### src/ssc_regs.svh
// constants for the sensor system command unit
`ifndef SSC_REGS_SVH
`define SSC_REGS_SVH

`define SSC_CODE_READ_REG 8'h01
`define SSC_CODE_WRITE_NV 8'h03
`define SSC_CODE_RESTORE 8'h04
`define SSC_CODE_ZERO 8'h05
`define SSC_CODE_RESET 8'h06
`define SSC_CODE_MAG 8'h08
`define SSC_CODE_ACCEL 8'h09
`define SSC_CODE_BIAS 8'h0b
`define SSC_RSP_LEAD 8'h00

`define SSC_ERR_HARD_FAULT 4'd1
`define SSC_ERR_IN_OVERFLOW 4'd2
`define SSC_ERR_CHECKSUM 4'd3
`define SSC_ERR_BAD_CMD 4'd4
`define SSC_ERR_FEW_PARAMS 4'd5
`define SSC_ERR_MANY_PARAMS 4'd6
`define SSC_ERR_BAD_PARAM 4'd7
`define SSC_ERR_BAD_REG 4'd8
`define SSC_ERR_DENIED 4'd9
`define SSC_ERR_WATCHDOG 4'd10
`define SSC_ERR_OUT_OVERFLOW 4'd11
`define SSC_ERR_BAUD_LOW 4'd12
`define SSC_ERR_NONE 4'd0

`define SSC_CLK_MHZ 50
`define SSC_SPI_GAP_US 50
`define SSC_SPI_GAP_CYCLES (`SSC_SPI_GAP_US * `SSC_CLK_MHZ)
`define SSC_RESTART_MS 50
`define SSC_RESTART_CYCLES (`SSC_RESTART_MS * 1000 * `SSC_CLK_MHZ)
`define SSC_IN_BUF_CHARS 256
`define SSC_OUT_BUF_CHARS 2048

`endif

### src/ssc_pkg.sv
// types for the sensor system command unit
package ssc_pkg;
  typedef enum logic [2:0] {
    ssc_op_none, ssc_op_fwd, ssc_op_restore, ssc_op_zero,
    ssc_op_reset, ssc_op_mag, ssc_op_accel, ssc_op_bias
  } ssc_op_t;
  typedef enum logic [2:0] {
    ssc_st_boot, ssc_st_idle, ssc_st_gap, ssc_st_defaults, ssc_st_reset
  } ssc_state_t;
endpackage

### src/ssc_dec_if.sv
// decoder carrier between top and frame classifier
`timescale 1ns/1ps
`default_nettype none
interface ssc_dec_if;
  import ssc_pkg::*;
  logic [63:0] frame;
  logic [3:0] nparams;
  logic crc_bad;
  ssc_op_t op;
  logic [3:0] err;
  logic flag;
  modport dec (input frame, input nparams, input crc_bad, output op, output err, output flag);
  modport user (output frame, output nparams, output crc_bad, input op, input err, input flag);
endinterface
`default_nettype wire

### src/ssc_decode.sv
// classifies one command frame into an operation or an error code
`timescale 1ns/1ps
`default_nettype none
`include "ssc_regs.svh"
module ssc_decode
  import ssc_pkg::*;
(
  ssc_dec_if.dec d
);
  logic [7:0] code;
  logic [7:0] arg;
  logic [3:0] need;
  always_comb begin
    code = d.frame[63:56];
    arg = d.frame[55:48];
    need = 4'd0;
    d.op = ssc_op_none;
    d.err = `SSC_ERR_NONE;
    d.flag = arg[0];
    unique case (code)
      `SSC_CODE_RESTORE: d.op = ssc_op_restore;
      `SSC_CODE_ZERO: d.op = ssc_op_zero;
      `SSC_CODE_RESET: d.op = ssc_op_reset;
      `SSC_CODE_BIAS: d.op = ssc_op_bias;
      `SSC_CODE_MAG: begin
        d.op = ssc_op_mag;
        need = 4'd1;
      end
      `SSC_CODE_ACCEL: begin
        d.op = ssc_op_accel;
        need = 4'd1;
      end
      default: begin
        if (code >= `SSC_CODE_READ_REG && code <= `SSC_CODE_WRITE_NV) begin
          d.op = ssc_op_fwd;
        end else begin
          d.err = `SSC_ERR_BAD_CMD;
        end
      end
    endcase
    if (d.op != ssc_op_fwd && d.op != ssc_op_none) begin
      if (d.nparams < need) begin
        d.err = `SSC_ERR_FEW_PARAMS;
      end else if (d.nparams > need) begin
        d.err = `SSC_ERR_MANY_PARAMS;
      end else if (need == 4'd1 && arg > 8'h01) begin
        d.err = `SSC_ERR_BAD_PARAM;
      end
    end
    if (d.crc_bad) begin
      d.err = `SSC_ERR_CHECKSUM;
    end
    if (d.err != `SSC_ERR_NONE) begin
      d.op = ssc_op_none;
    end
  end
endmodule
`default_nettype wire

### src/ssc_timer.sv
// loadable down counter with a one-cycle done pulse
`timescale 1ns/1ps
`default_nettype none
module ssc_timer #(
  parameter int WIDTH = 12
) (
  input wire logic sys_clk,
  input wire logic rst_n,
  input wire logic start,
  input wire logic [WIDTH-1:0] count,
  output logic busy,
  output logic done
);
  logic [WIDTH-1:0] cnt;
  logic [WIDTH-1:0] next_cnt;
  logic next_done;
  if (WIDTH < 2) begin : g_chk
    $error("ssc_timer WIDTH too small");
  end
  always_comb begin
    next_cnt = cnt;
    next_done = 1'b0;
    if (start) begin
      next_cnt = count;
    end else if (cnt != '0) begin
      next_cnt = cnt - 1'b1;
      next_done = (cnt == WIDTH'(1));
    end
  end
  always_ff @(posedge sys_clk or negedge rst_n) begin
    if (!rst_n) begin
      cnt <= '0;
      done <= 1'b0;
    end else begin
      cnt <= next_cnt;
      done <= next_done;
    end
  end
  assign busy = (cnt != '0);
endmodule
`default_nettype wire

### src/ssc_top.sv
// system command unit: decodes, answers, reports errors and sequences resets
`timescale 1ns/1ps
`default_nettype none
`include "ssc_regs.svh"
module ssc_top
  import ssc_pkg::*;
#(
  parameter int GAP_CYCLES = `SSC_SPI_GAP_CYCLES,
  parameter int RESTART_CYCLES = `SSC_RESTART_CYCLES
) (
  input wire logic sys_clk,
  input wire logic rst_n,
  input wire logic cmd_valid,
  input wire logic [63:0] cmd_frame,
  input wire logic [3:0] cmd_nparams,
  input wire logic cmd_crc_bad,
  output logic cmd_ready,
  output logic rsp_valid,
  output logic [63:0] rsp_frame,
  output logic fwd_valid,
  output logic [63:0] fwd_frame,
  input wire logic evt_hard_fault,
  input wire logic evt_in_overflow,
  input wire logic evt_reg_invalid,
  input wire logic evt_reg_denied,
  input wire logic evt_fatal,
  input wire logic evt_out_overflow,
  input wire logic evt_baud_low,
  output logic err_valid,
  output logic [3:0] err_code,
  input wire logic mag_mode_3d,
  input wire logic mag_cal_enabled,
  input wire logic nvm_saved,
  input wire logic nvm_bias_saved,
  output logic zero_heading,
  output logic zero_tilt,
  output logic capture_align,
  output logic mag_disturbed,
  output logic mag_cal_pause,
  output logic accel_disturbed,
  output logic store_bias,
  output logic load_defaults,
  output logic reload_nvm,
  output logic bias_from_store,
  output logic estimator_reinit,
  output logic sys_reset_req
);
  localparam int GAP_W = 12;
  localparam int RST_W = 22;

  if (GAP_CYCLES < 1 || GAP_CYCLES >= (1 << GAP_W)) begin : g_gap_chk
    $error("GAP_CYCLES out of range");
  end
  if (RESTART_CYCLES < 1 || RESTART_CYCLES >= (1 << RST_W)) begin : g_rst_chk
    $error("RESTART_CYCLES out of range");
  end

  ////////////////////////////////////////////////////////////////////////////////
  // lowest pending error code first

  function automatic logic [3:0] ssc_lowest(input logic [12:1] v);
    logic [3:0] r;
    r = `SSC_ERR_NONE;
    for (int i = 12; i >= 1; i--) begin
      if (v[i]) begin
        r = 4'(i);
      end
    end
    return r;
  endfunction

  ////////////////////////////////////////////////////////////////////////////////
  // frame decode and timers

  ssc_dec_if dif ();
  assign dif.frame = cmd_frame;
  assign dif.nparams = cmd_nparams;
  assign dif.crc_bad = cmd_crc_bad;

  ssc_decode u_decode (
    .d(dif.dec)
  );

  logic gap_start;
  logic gap_busy;
  logic gap_done;
  logic wd_start;
  logic wd_busy;
  logic wd_done;

  ssc_timer #(.WIDTH(GAP_W)) u_gap (
    .sys_clk(sys_clk),
    .rst_n(rst_n),
    .start(gap_start),
    .count(GAP_W'(GAP_CYCLES)),
    .busy(gap_busy),
    .done(gap_done)
  );

  ssc_timer #(.WIDTH(RST_W)) u_wdog (
    .sys_clk(sys_clk),
    .rst_n(rst_n),
    .start(wd_start),
    .count(RST_W'(RESTART_CYCLES)),
    .busy(wd_busy),
    .done(wd_done)
  );

  ////////////////////////////////////////////////////////////////////////////////
  // state

  ssc_state_t state, next_state;
  logic [12:1] pend, next_pend;
  logic wd_reason, next_wd_reason;
  logic next_cmd_ready;
  logic next_rsp_valid;
  logic [63:0] next_rsp_frame;
  logic next_fwd_valid;
  logic [63:0] next_fwd_frame;
  logic next_err_valid;
  logic [3:0] next_err_code;
  logic next_zero_heading, next_zero_tilt, next_capture_align;
  logic next_mag_disturbed, next_mag_cal_pause, next_accel_disturbed;
  logic next_store_bias, next_load_defaults, next_reload_nvm;
  logic next_bias_from_store, next_estimator_reinit, next_sys_reset_req;
  logic take;
  logic [3:0] grant;

  always_comb begin
    take = cmd_valid && cmd_ready;
    next_state = state;
    next_pend = pend;
    next_wd_reason = wd_reason;
    next_rsp_valid = 1'b0;
    next_rsp_frame = rsp_frame;
    next_fwd_valid = 1'b0;
    next_fwd_frame = fwd_frame;
    next_err_valid = 1'b0;
    next_err_code = err_code;
    next_zero_heading = 1'b0;
    next_zero_tilt = 1'b0;
    next_capture_align = 1'b0;
    next_mag_disturbed = mag_disturbed;
    next_accel_disturbed = accel_disturbed;
    next_store_bias = 1'b0;
    next_load_defaults = 1'b0;
    next_reload_nvm = 1'b0;
    next_bias_from_store = bias_from_store;
    next_estimator_reinit = 1'b0;
    next_sys_reset_req = 1'b0;
    gap_start = 1'b0;
    wd_start = 1'b0;

    // one report per cycle, lowest code first; new events below win over this clear
    grant = ssc_lowest(pend);
    if (grant != `SSC_ERR_NONE) begin
      next_pend[grant] = 1'b0;
      next_err_valid = 1'b1;
      next_err_code = grant;
    end

    unique case (state)
      ssc_st_boot: begin
        // reload saved settings, else factory defaults, and restart the estimator
        next_reload_nvm = nvm_saved;
        next_load_defaults = !nvm_saved;
        next_bias_from_store = nvm_saved && nvm_bias_saved;
        next_estimator_reinit = 1'b1;
        // a spacing gap still running from the last command is served out first
        next_state = gap_busy ? ssc_st_gap : ssc_st_idle;
      end
      ssc_st_idle: begin
        if (take) begin
          gap_start = 1'b1;
          next_state = ssc_st_gap;
          if (dif.err != `SSC_ERR_NONE) begin
            next_pend[dif.err] = 1'b1;
          end else if (dif.op == ssc_op_fwd) begin
            next_fwd_valid = 1'b1;
            next_fwd_frame = cmd_frame;
          end else begin
            next_rsp_valid = 1'b1;
            next_rsp_frame = {`SSC_RSP_LEAD, cmd_frame[63:8]};
            unique case (dif.op)
              ssc_op_restore: next_state = ssc_st_defaults;
              ssc_op_reset: next_state = ssc_st_reset;
              ssc_op_zero: begin
                next_zero_heading = 1'b1;
                next_zero_tilt = mag_mode_3d;
                next_capture_align = mag_mode_3d;
              end
              ssc_op_mag: next_mag_disturbed = dif.flag;
              ssc_op_accel: next_accel_disturbed = dif.flag;
              ssc_op_bias: next_store_bias = 1'b1;
              default: next_state = ssc_st_gap;
            endcase
          end
        end
      end
      ssc_st_gap: begin
        if (gap_done) begin
          next_state = ssc_st_idle;
        end
      end
      ssc_st_defaults: begin
        // answer already out; now factory defaults, then reset
        next_load_defaults = 1'b1;
        next_state = ssc_st_reset;
      end
      ssc_st_reset: begin
        // unlike a pin reset, only the disturbance flags, rsp_frame and wd_reason are cleared, then boot
        next_sys_reset_req = 1'b1;
        next_mag_disturbed = 1'b0;
        next_accel_disturbed = 1'b0;
        next_rsp_frame = '0;
        next_state = ssc_st_boot;
        if (wd_reason) begin
          next_pend[`SSC_ERR_WATCHDOG] = 1'b1;
          next_wd_reason = 1'b0;
        end
      end
    endcase

    // fault handling: restart within the bound, watchdog code after the restart only if evt_fatal was seen
    if (evt_hard_fault) begin
      next_pend[`SSC_ERR_HARD_FAULT] = 1'b1;
    end
    if ((evt_hard_fault || evt_fatal) && !wd_busy) begin
      wd_start = 1'b1;
    end
    if (evt_fatal) begin
      next_wd_reason = 1'b1;
    end
    if (wd_done) begin
      next_state = ssc_st_reset;
    end

    if (evt_in_overflow) begin
      next_pend[`SSC_ERR_IN_OVERFLOW] = 1'b1;
    end
    if (evt_reg_invalid) begin
      next_pend[`SSC_ERR_BAD_REG] = 1'b1;
    end
    if (evt_reg_denied) begin
      next_pend[`SSC_ERR_DENIED] = 1'b1;
    end
    if (evt_out_overflow) begin
      next_pend[`SSC_ERR_OUT_OVERFLOW] = 1'b1;
    end
    if (evt_baud_low) begin
      next_pend[`SSC_ERR_BAUD_LOW] = 1'b1;
    end

    next_mag_cal_pause = next_mag_disturbed && mag_cal_enabled;
    next_cmd_ready = (next_state == ssc_st_idle);
  end

  always_ff @(posedge sys_clk or negedge rst_n) begin
    if (!rst_n) begin
      state <= ssc_st_boot;
      pend <= '0;
      wd_reason <= 1'b0;
      cmd_ready <= 1'b0;
      rsp_valid <= 1'b0;
      rsp_frame <= '0;
      fwd_valid <= 1'b0;
      fwd_frame <= '0;
      err_valid <= 1'b0;
      err_code <= `SSC_ERR_NONE;
      zero_heading <= 1'b0;
      zero_tilt <= 1'b0;
      capture_align <= 1'b0;
      mag_disturbed <= 1'b0;
      mag_cal_pause <= 1'b0;
      accel_disturbed <= 1'b0;
      store_bias <= 1'b0;
      load_defaults <= 1'b0;
      reload_nvm <= 1'b0;
      bias_from_store <= 1'b0;
      estimator_reinit <= 1'b0;
      sys_reset_req <= 1'b0;
    end else begin
      state <= next_state;
      pend <= next_pend;
      wd_reason <= next_wd_reason;
      cmd_ready <= next_cmd_ready;
      rsp_valid <= next_rsp_valid;
      rsp_frame <= next_rsp_frame;
      fwd_valid <= next_fwd_valid;
      fwd_frame <= next_fwd_frame;
      err_valid <= next_err_valid;
      err_code <= next_err_code;
      zero_heading <= next_zero_heading;
      zero_tilt <= next_zero_tilt;
      capture_align <= next_capture_align;
      mag_disturbed <= next_mag_disturbed;
      mag_cal_pause <= next_mag_cal_pause;
      accel_disturbed <= next_accel_disturbed;
      store_bias <= next_store_bias;
      load_defaults <= next_load_defaults;
      reload_nvm <= next_reload_nvm;
      bias_from_store <= next_bias_from_store;
      estimator_reinit <= next_estimator_reinit;
      sys_reset_req <= next_sys_reset_req;
    end
  end
endmodule
`default_nettype wire

### config.mk
export PLATFORM = sky130hd
export DESIGN_NAME = ssc_top
export DESIGN_NICKNAME = d
export VERILOG_FILES = /design/src/ssc_pkg.sv /design/src/ssc_dec_if.sv /design/src/ssc_decode.sv /design/src/ssc_timer.sv /design/src/ssc_top.sv
export VERILOG_INCLUDE_DIRS = /design/src
export SDC_FILE = /design/constraint.sdc
export NUM_CORES = 1
export LEC_CHECK = 0
export BUFFER_PORTS_ARGS = -buffer_cell sky130_fd_sc_hd__buf_2
export CAP_MARGIN = 25
export CELL_PAD_IN_SITES_DETAIL_PLACEMENT = 0
export CELL_PAD_IN_SITES_GLOBAL_PLACEMENT = 1
export CORE_ASPECT_RATIO = 0.8
export CORE_MARGIN = 2
export CORE_UTILIZATION = 40
export DETAILED_ROUTE_END_ITERATION = 10
export PLACE_DENSITY = 0.87
export SLEW_MARGIN = 0
export SYNTH_ARGS = -nofsm -noshare
export SYNTH_HDL_FRONTEND = slang
export SYNTH_SLANG_ARGS = --single-unit
### constraint.sdc
create_clock -name sys_clk -period 2.8 [get_ports sys_clk]
set_clock_uncertainty 0.1 [all_clocks]
set_input_delay 0.42 -clock sys_clk [delete_from_list [all_inputs] [get_ports sys_clk]]
set_output_delay 0.42 -clock sys_clk [all_outputs]
set_load 0.005 [all_outputs]
# Word-level counts from Yosys, hierarchy flattened
# Cells that the tools add are included.
[totals] output_inout_bits=148 elab_cells=196 regBits=199
[op_classes] bitwise=4 add_sub_neg=2 order_cmp=9 n_reduce_logical=27 eq_ne=26 mux=103
[op_table] cell="$mux W64" n=3
[op_table] cell="$pmux W64 S2" n=1
[op_table] cell="$mux W4" n=18
[op_table] cell="$mux W12" n=5
[op_table] cell="$mux W1" n=55
[op_table] cell="$mux W22" n=2
[op_table] cell="$eq A8 B3 Y1 const B" n=3
[op_table] cell="$eq A8 B4 Y1 const B" n=3
[op_table] cell="$eq A22 B1 Y1 const B" n=1
[op_table] cell="$reduce_bool A22 Y1" n=1
[op_table] cell="$sub A22 B1 Y22 const B" n=1
[op_table] cell="$mux W3" n=7
[op_table] cell="$pmux W3 S6" n=1
[op_table] cell="$eq A3 B3 Y1 const B" n=5
[op_table] cell="$pmux W3 S5" n=1
[op_table] cell="$and A12 B12 Y12" n=1
[op_table] cell="$eq A12 B1 Y1 const B" n=1
[op_table] cell="$eq A3 B2 Y1 const B" n=4
[op_table] cell="$not A12 Y12" n=1
[op_table] cell="$or A12 B12 Y12" n=1
[op_table] cell="$reduce_bool A12 Y1" n=1
[op_table] cell="$sub A12 B1 Y12 const B" n=1
[op_table] cell="$lt A4 B5 Y1 const B" n=2
[op_table] cell="$eq A3 B1 Y1 const B" n=3
[op_table] cell="other kinds (27)" n=49

# Longest topological paths before layout
[depth] depth_word=24 depth_mapped=10

# Modules after synthesis
# From an unflattened synthesis, not the netlist that was laid out.
[hier_totals] hier_cells=858 area_unflattened_um2=9230.1
[by_module_without_submodules] module="ssc_top" seq_area_each_um2=3878.7 area_each_um2=6605.1 cells_each=569 instances=1
[by_module_without_submodules] module="ssc_timer (u_wdog)" seq_area_each_um2=575.6 area_each_um2=1506.4 cells_each=170 instances=1
[by_module_without_submodules] module="ssc_timer (u_gap)" seq_area_each_um2=325.3 area_each_um2=802.0 cells_each=78 instances=1
[by_module_without_submodules] module="ssc_decode" seq_area_each_um2=0.0 area_each_um2=316.6 cells_each=41 instances=1

# Worst setup path before layout
# OpenSTA, ideal clock, no wires.
[synth_timing] path_type="input to register" from="input port cmd_frame[62]" to="register rsp_frame[10]" setup_slack_ns=-0.008 setup_time_ns=0.079 path_stages=9 t_arrival_ns=2.629 path_buffers=1 path_cell_list="nor4_1 nand3_1 inv_1 ha_1 o21ai_0 or4_1 nor2_2 buf_4 mux2i_1"
[synth_between] elab_chain_len=15
[synth_rtl] element="start: declaration" line_no="ssc_top.sv:14" rtl="input wire logic [63:0] cmd_frame,"
[synth_rtl] element="branches (longest 14 deep; another with $ge A8 B1 Y1)"
[synth_rtl] element="$reduce_and A4 Y1 (no line) *"
[synth_rtl] element="end signal: assignment" line_no="ssc_top.sv:288" rtl="rsp_frame <= next_rsp_frame;"
[synth_rtl] element="end: declaration" line_no="ssc_top.sv:19" rtl="output logic [63:0] rsp_frame,"
# Every way passes the cells marked *.
# A chain may end at the register's enable or synchronous reset.

# Worst setup path after layout
[layout_timing] from="register state[0]" to="register rsp_frame[10]"
[layout_between] elab_chain_len=3
[layout_rtl] element="start: declaration" line_no="ssc_top.sv:112" rtl="ssc_state_t state, next_state;"
[layout_rtl] element="start signal: assignment" line_no="ssc_top.sv:260" rtl="state <= ssc_st_boot;"
[layout_rtl] element="start signal: assignment" line_no="ssc_top.sv:283" rtl="state <= next_state;"
[layout_rtl] element="$eq A3 B1 Y1 / $eq A3 B3 Y1 (equally long branches)" line_no="ssc_top.sv:162" rtl="unique case (state)"
[layout_rtl] element="$ne A2 B2 Y1 (no line) / $reduce_bool A2 Y1 (equally long branches)"
[layout_rtl] element="$reduce_and A4 Y1 (no line)"
# Several ways; a longest one is shown, not always the timed one.

==> flow_metrics.env <==
export IMPL_synth_compound_area_share_pct=8.83
export IMPL_routed_wl_mm=21.8
export IMPL_crit_path_start_kind="register"
export IMPL_fin_crit_sh_pct=87.7
export IMPL_row_count=47
export IMPL_clk_pin_slew_ns=0.08
export IMPL_final_net_count=1092
export IMPL_drv_slew=0
export IMPL_slew_headroom_pct=53.4
export IMPL_p_per_area_nw_per_um2=556
export IMPL_worstRegToRegCells=7
export IMPL_synthAdderAreaFrac_pct=0.751
export IMPL_dieHeight_um=133
export IMPL_numCtsBuffers=17
export IMPL_synth_most_common_cell="dfrtp_1"
export IMPL_place_hpwl_mm=15.7
export IMPL_drv_cap=0
export IMPL_startpoint="state[0]$_DFF_PN0_"
export IMPL_dp_cells=1252
export IMPL_syn_area_per_cell_um2=10.7
export IMPL_rr_endpoint="rsp_frame[10]$_DFFE_PN0P_"
export IMPL_gp_congestion=0.868
export IMPL_muxShareOfSynthArea_pct=8.29
export IMPL_antenna_found_initial=0
export IMPL_grt_pass1_vias=6378
export IMPL_cts_tree="yes"
export IMPL_drive_gt1_share_pct=34.4
export IMPL_yosysUniqueCellTypes=57
export IMPL_wl_per_cell_um=17.0
export IMPL_pin_count=231
export IMPL_hp_class="input port to register"
export IMPL_synth_ff_type="dfrtp_1"
export IMPL_io_buffers=222
export IMPL_ir_drop_v=0.000370
export IMPL_synth_top_family_by_area="simple AND/OR/NAND/NOR gates"
export IMPL_drt_iter0_markers=343
export IMPL_design_area_um2=10500
export IMPL_grt_pass1_wl_mm=34.6
export IMPL_synthCells=776
export IMPL_htree_levels=4
export IMPL_layoutNonFillerInstCount=1286
export IMPL_synth_largest_area_cell="dfrtp_1"
export IMPL_required_ns=3.05
export IMPL_die_w_um=165
export IMPL_netlist_top_cells_count="dfrtp_1 (191), nand2_1 (97), o21ai_0 (75)"
export IMPL_status="finished, final reports clean"
export IMPL_fmax_mhz=407
export IMPL_finalSetupViolCount=0
export IMPL_cts_sinks=191
export IMPL_rrSetupSlack_ns=0.34
export IMPL_synth_edf_count=0
export IMPL_rsz0062_at_grt="no"
export IMPL_ys_ff_latch=191
export IMPL_fp_coreArea_um2=20600
export IMPL_initial_core_util_pct=40.5
export IMPL_via_per_inst=5.17
export IMPL_fill_cells=1885
export IMPL_clockBufferDepth=2
export IMPL_hold_violations=0
export IMPL_seqCellArea_um2=4780
export IMPL_cts_resized=0
export IMPL_synth_top_area_share_pct=57.4
export IMPL_drtPass1Iterations=5
export IMPL_p_total_mw=5.83
export IMPL_worst_setup_path_end_kind="register"
export IMPL_ant_nets=0
export IMPL_leakagePower_nw=5.11
export IMPL_synth_area_um2=8330
export IMPL_area_delta_synth_final_pct=25.9
export IMPL_cts_root_buf="clkbuf_16"
export IMPL_period_minus_slack_ns=2.46
export IMPL_worst_ep_arrival_time_ns=2.71
export IMPL_ys_warn_count=0
export IMPL_dieArea_um2=22000
export IMPL_placed_cell_area_um2=9890
export IMPL_synthXorXnorAreaFrac_pct=1.89
export IMPL_multi_input_comb_area_um2=3240
export IMPL_drc=0
export IMPL_worstReg2RegStart="state[0]$_DFF_PN0_"
export IMPL_grt_max_degree=79
export IMPL_synth_top_cells_by_area="dfrtp_1 (57%), mux2_2 (6.5%), o21ai_0 (4.5%)"
export IMPL_synth_simple_area_share_pct=18.4
export IMPL_cp_max_fo=32
export IMPL_worst_pin_slew_ns=0.682
export IMPL_worst_skew_pair_late_latency_ns=0.43
export IMPL_vias=6648
export IMPL_async_flop_share_pct=100
export IMPL_seq_area_frac_synth_pct=57.4
export IMPL_n_antenna_cell=0
export IMPL_grtUsageTotal_pct=20.2
export IMPL_crit_end="rsp_frame[10]$_DFFE_PN0P_"
export IMPL_grt_overflow=0
export IMPL_critical_path_class="register to register"
==> worst min-delay path by stage <==
stage | slack (ns) | end | start | depth (start not counted)
floorplan | 0.02 | accel_disturbed$_DFFE_PN0P_ | rst_n | 0
CTS | 0.06 | pend[9]$_DFF_PN0_ | evt_reg_denied | 2
global route | 0.07 | pend[9]$_DFF_PN0_ | evt_reg_denied | 2
detailed placement | 0.36 | u_wdog.cnt[19]$_DFFE_PN0P_ | u_wdog.cnt[19]$_DFFE_PN0P_ | 1
finish | 0.08 | pend[9]$_DFF_PN0_ | evt_reg_denied | 2
global placement | 0.36 | u_wdog.cnt[19]$_DFFE_PN0P_ | u_wdog.cnt[19]$_DFFE_PN0P_ | 1
==> layout make-up <==
| class | instances | share of cell area [%] |
|---|---|---|
| clock inverters | 12 | 1.23 |
| repair buffers | 253 | 13.7 |
| inverters | 32 | 1.15 |
| multi-input cells | 509 | 30.9 |
| clock buffers | 20 | 4.26 |
| well taps | 269 | 3.21 |
| flip-flops and latches | 191 | 45.6 |
==> repair_timing <==
action	4_1_cts	5_1_grt
hold buffers	2	0
endpoints found under the setup margin	0	0
hold endpoints to repair	75	0
setup buffers	0	0
==> flip-flops by register name, indices dropped and copies added, names as in the netlist, 3 cells and up <==
name	cells
err_code	4
pend	12
fwd_frame	64
state	3
u_gap.cnt	12
u_wdog.cnt	22
rsp_frame	56
==> critical path: stages, from the launching register on <==
cell,delay [ns]
dfrtp_1,0.50
or3b_2,0.50
nor3_2,0.36
o211ai_1,0.19
buf_4,0.18
nor2_4,0.10
buf_12,0.21
mux2i_1,0.21
==> layout by cell type (no fill, tap or decap), types with 7 or more instances in the layout <==
cell,count
buf_2,221
dfrtp_1,191
nand2_1,94
o21ai_0,75
mux2_2,48
nand4_1,42
nor2_1,34
inv_1,32
buf_4,23
nor3_1,22
nand3_1,20
clkbuf_16,17
mux2i_1,15
a21oi_1,12
nor4_1,11
and2_1,11
xor2_1,11
a21o_1,9
conb_1,8
or3_1,7
xnor2_1,7
==> metrics by stage <==
step                      setup TNS, ns  setup slack (ns)  hold WS (ns)  util (%)
after floorplan                       0             0.140        0.0244         -
after global placement                0            0.0389         0.356      48.0
final                                 0             0.343        0.0753      50.9
after global routing                  0             0.136        0.0673      50.9
after CTS                             0             0.338        0.0585      50.9
after detailed placement         -0.826           -0.0449         0.365      48.0
==> kinds of logic (layout without fill, tap and decap cells) <==
kind of cell,after synthesis,count (layout)
simple gates,291,291
flops,191,191
compound gates,124,124
buf+inv,83,317
mux,63,63
xor+xnor,18,18
fa+ha+maj,5,5
other cells,1,8
==> layer usage <==
metal  routed length [um]  vias up  GRT usage (%)
met4                  275        0           5.27
met5                    0        -              0
met2                10100      202           30.4
li1                     -     3176              -
met3                 1270       15           4.45
met1                10200     3255           29.7
==> power breakdown <==
group | total, mW | internal, mW | switching (mW)
Sequential | 2.96 | 2.85 | 0.103
Clock | 2.40 | 1.28 | 1.12
Combinational | 0.470 | 0.188 | 0.281
Total | 5.83 | 4.32 | 1.51
No activity file was read; power rests on OpenSTA's default activity.
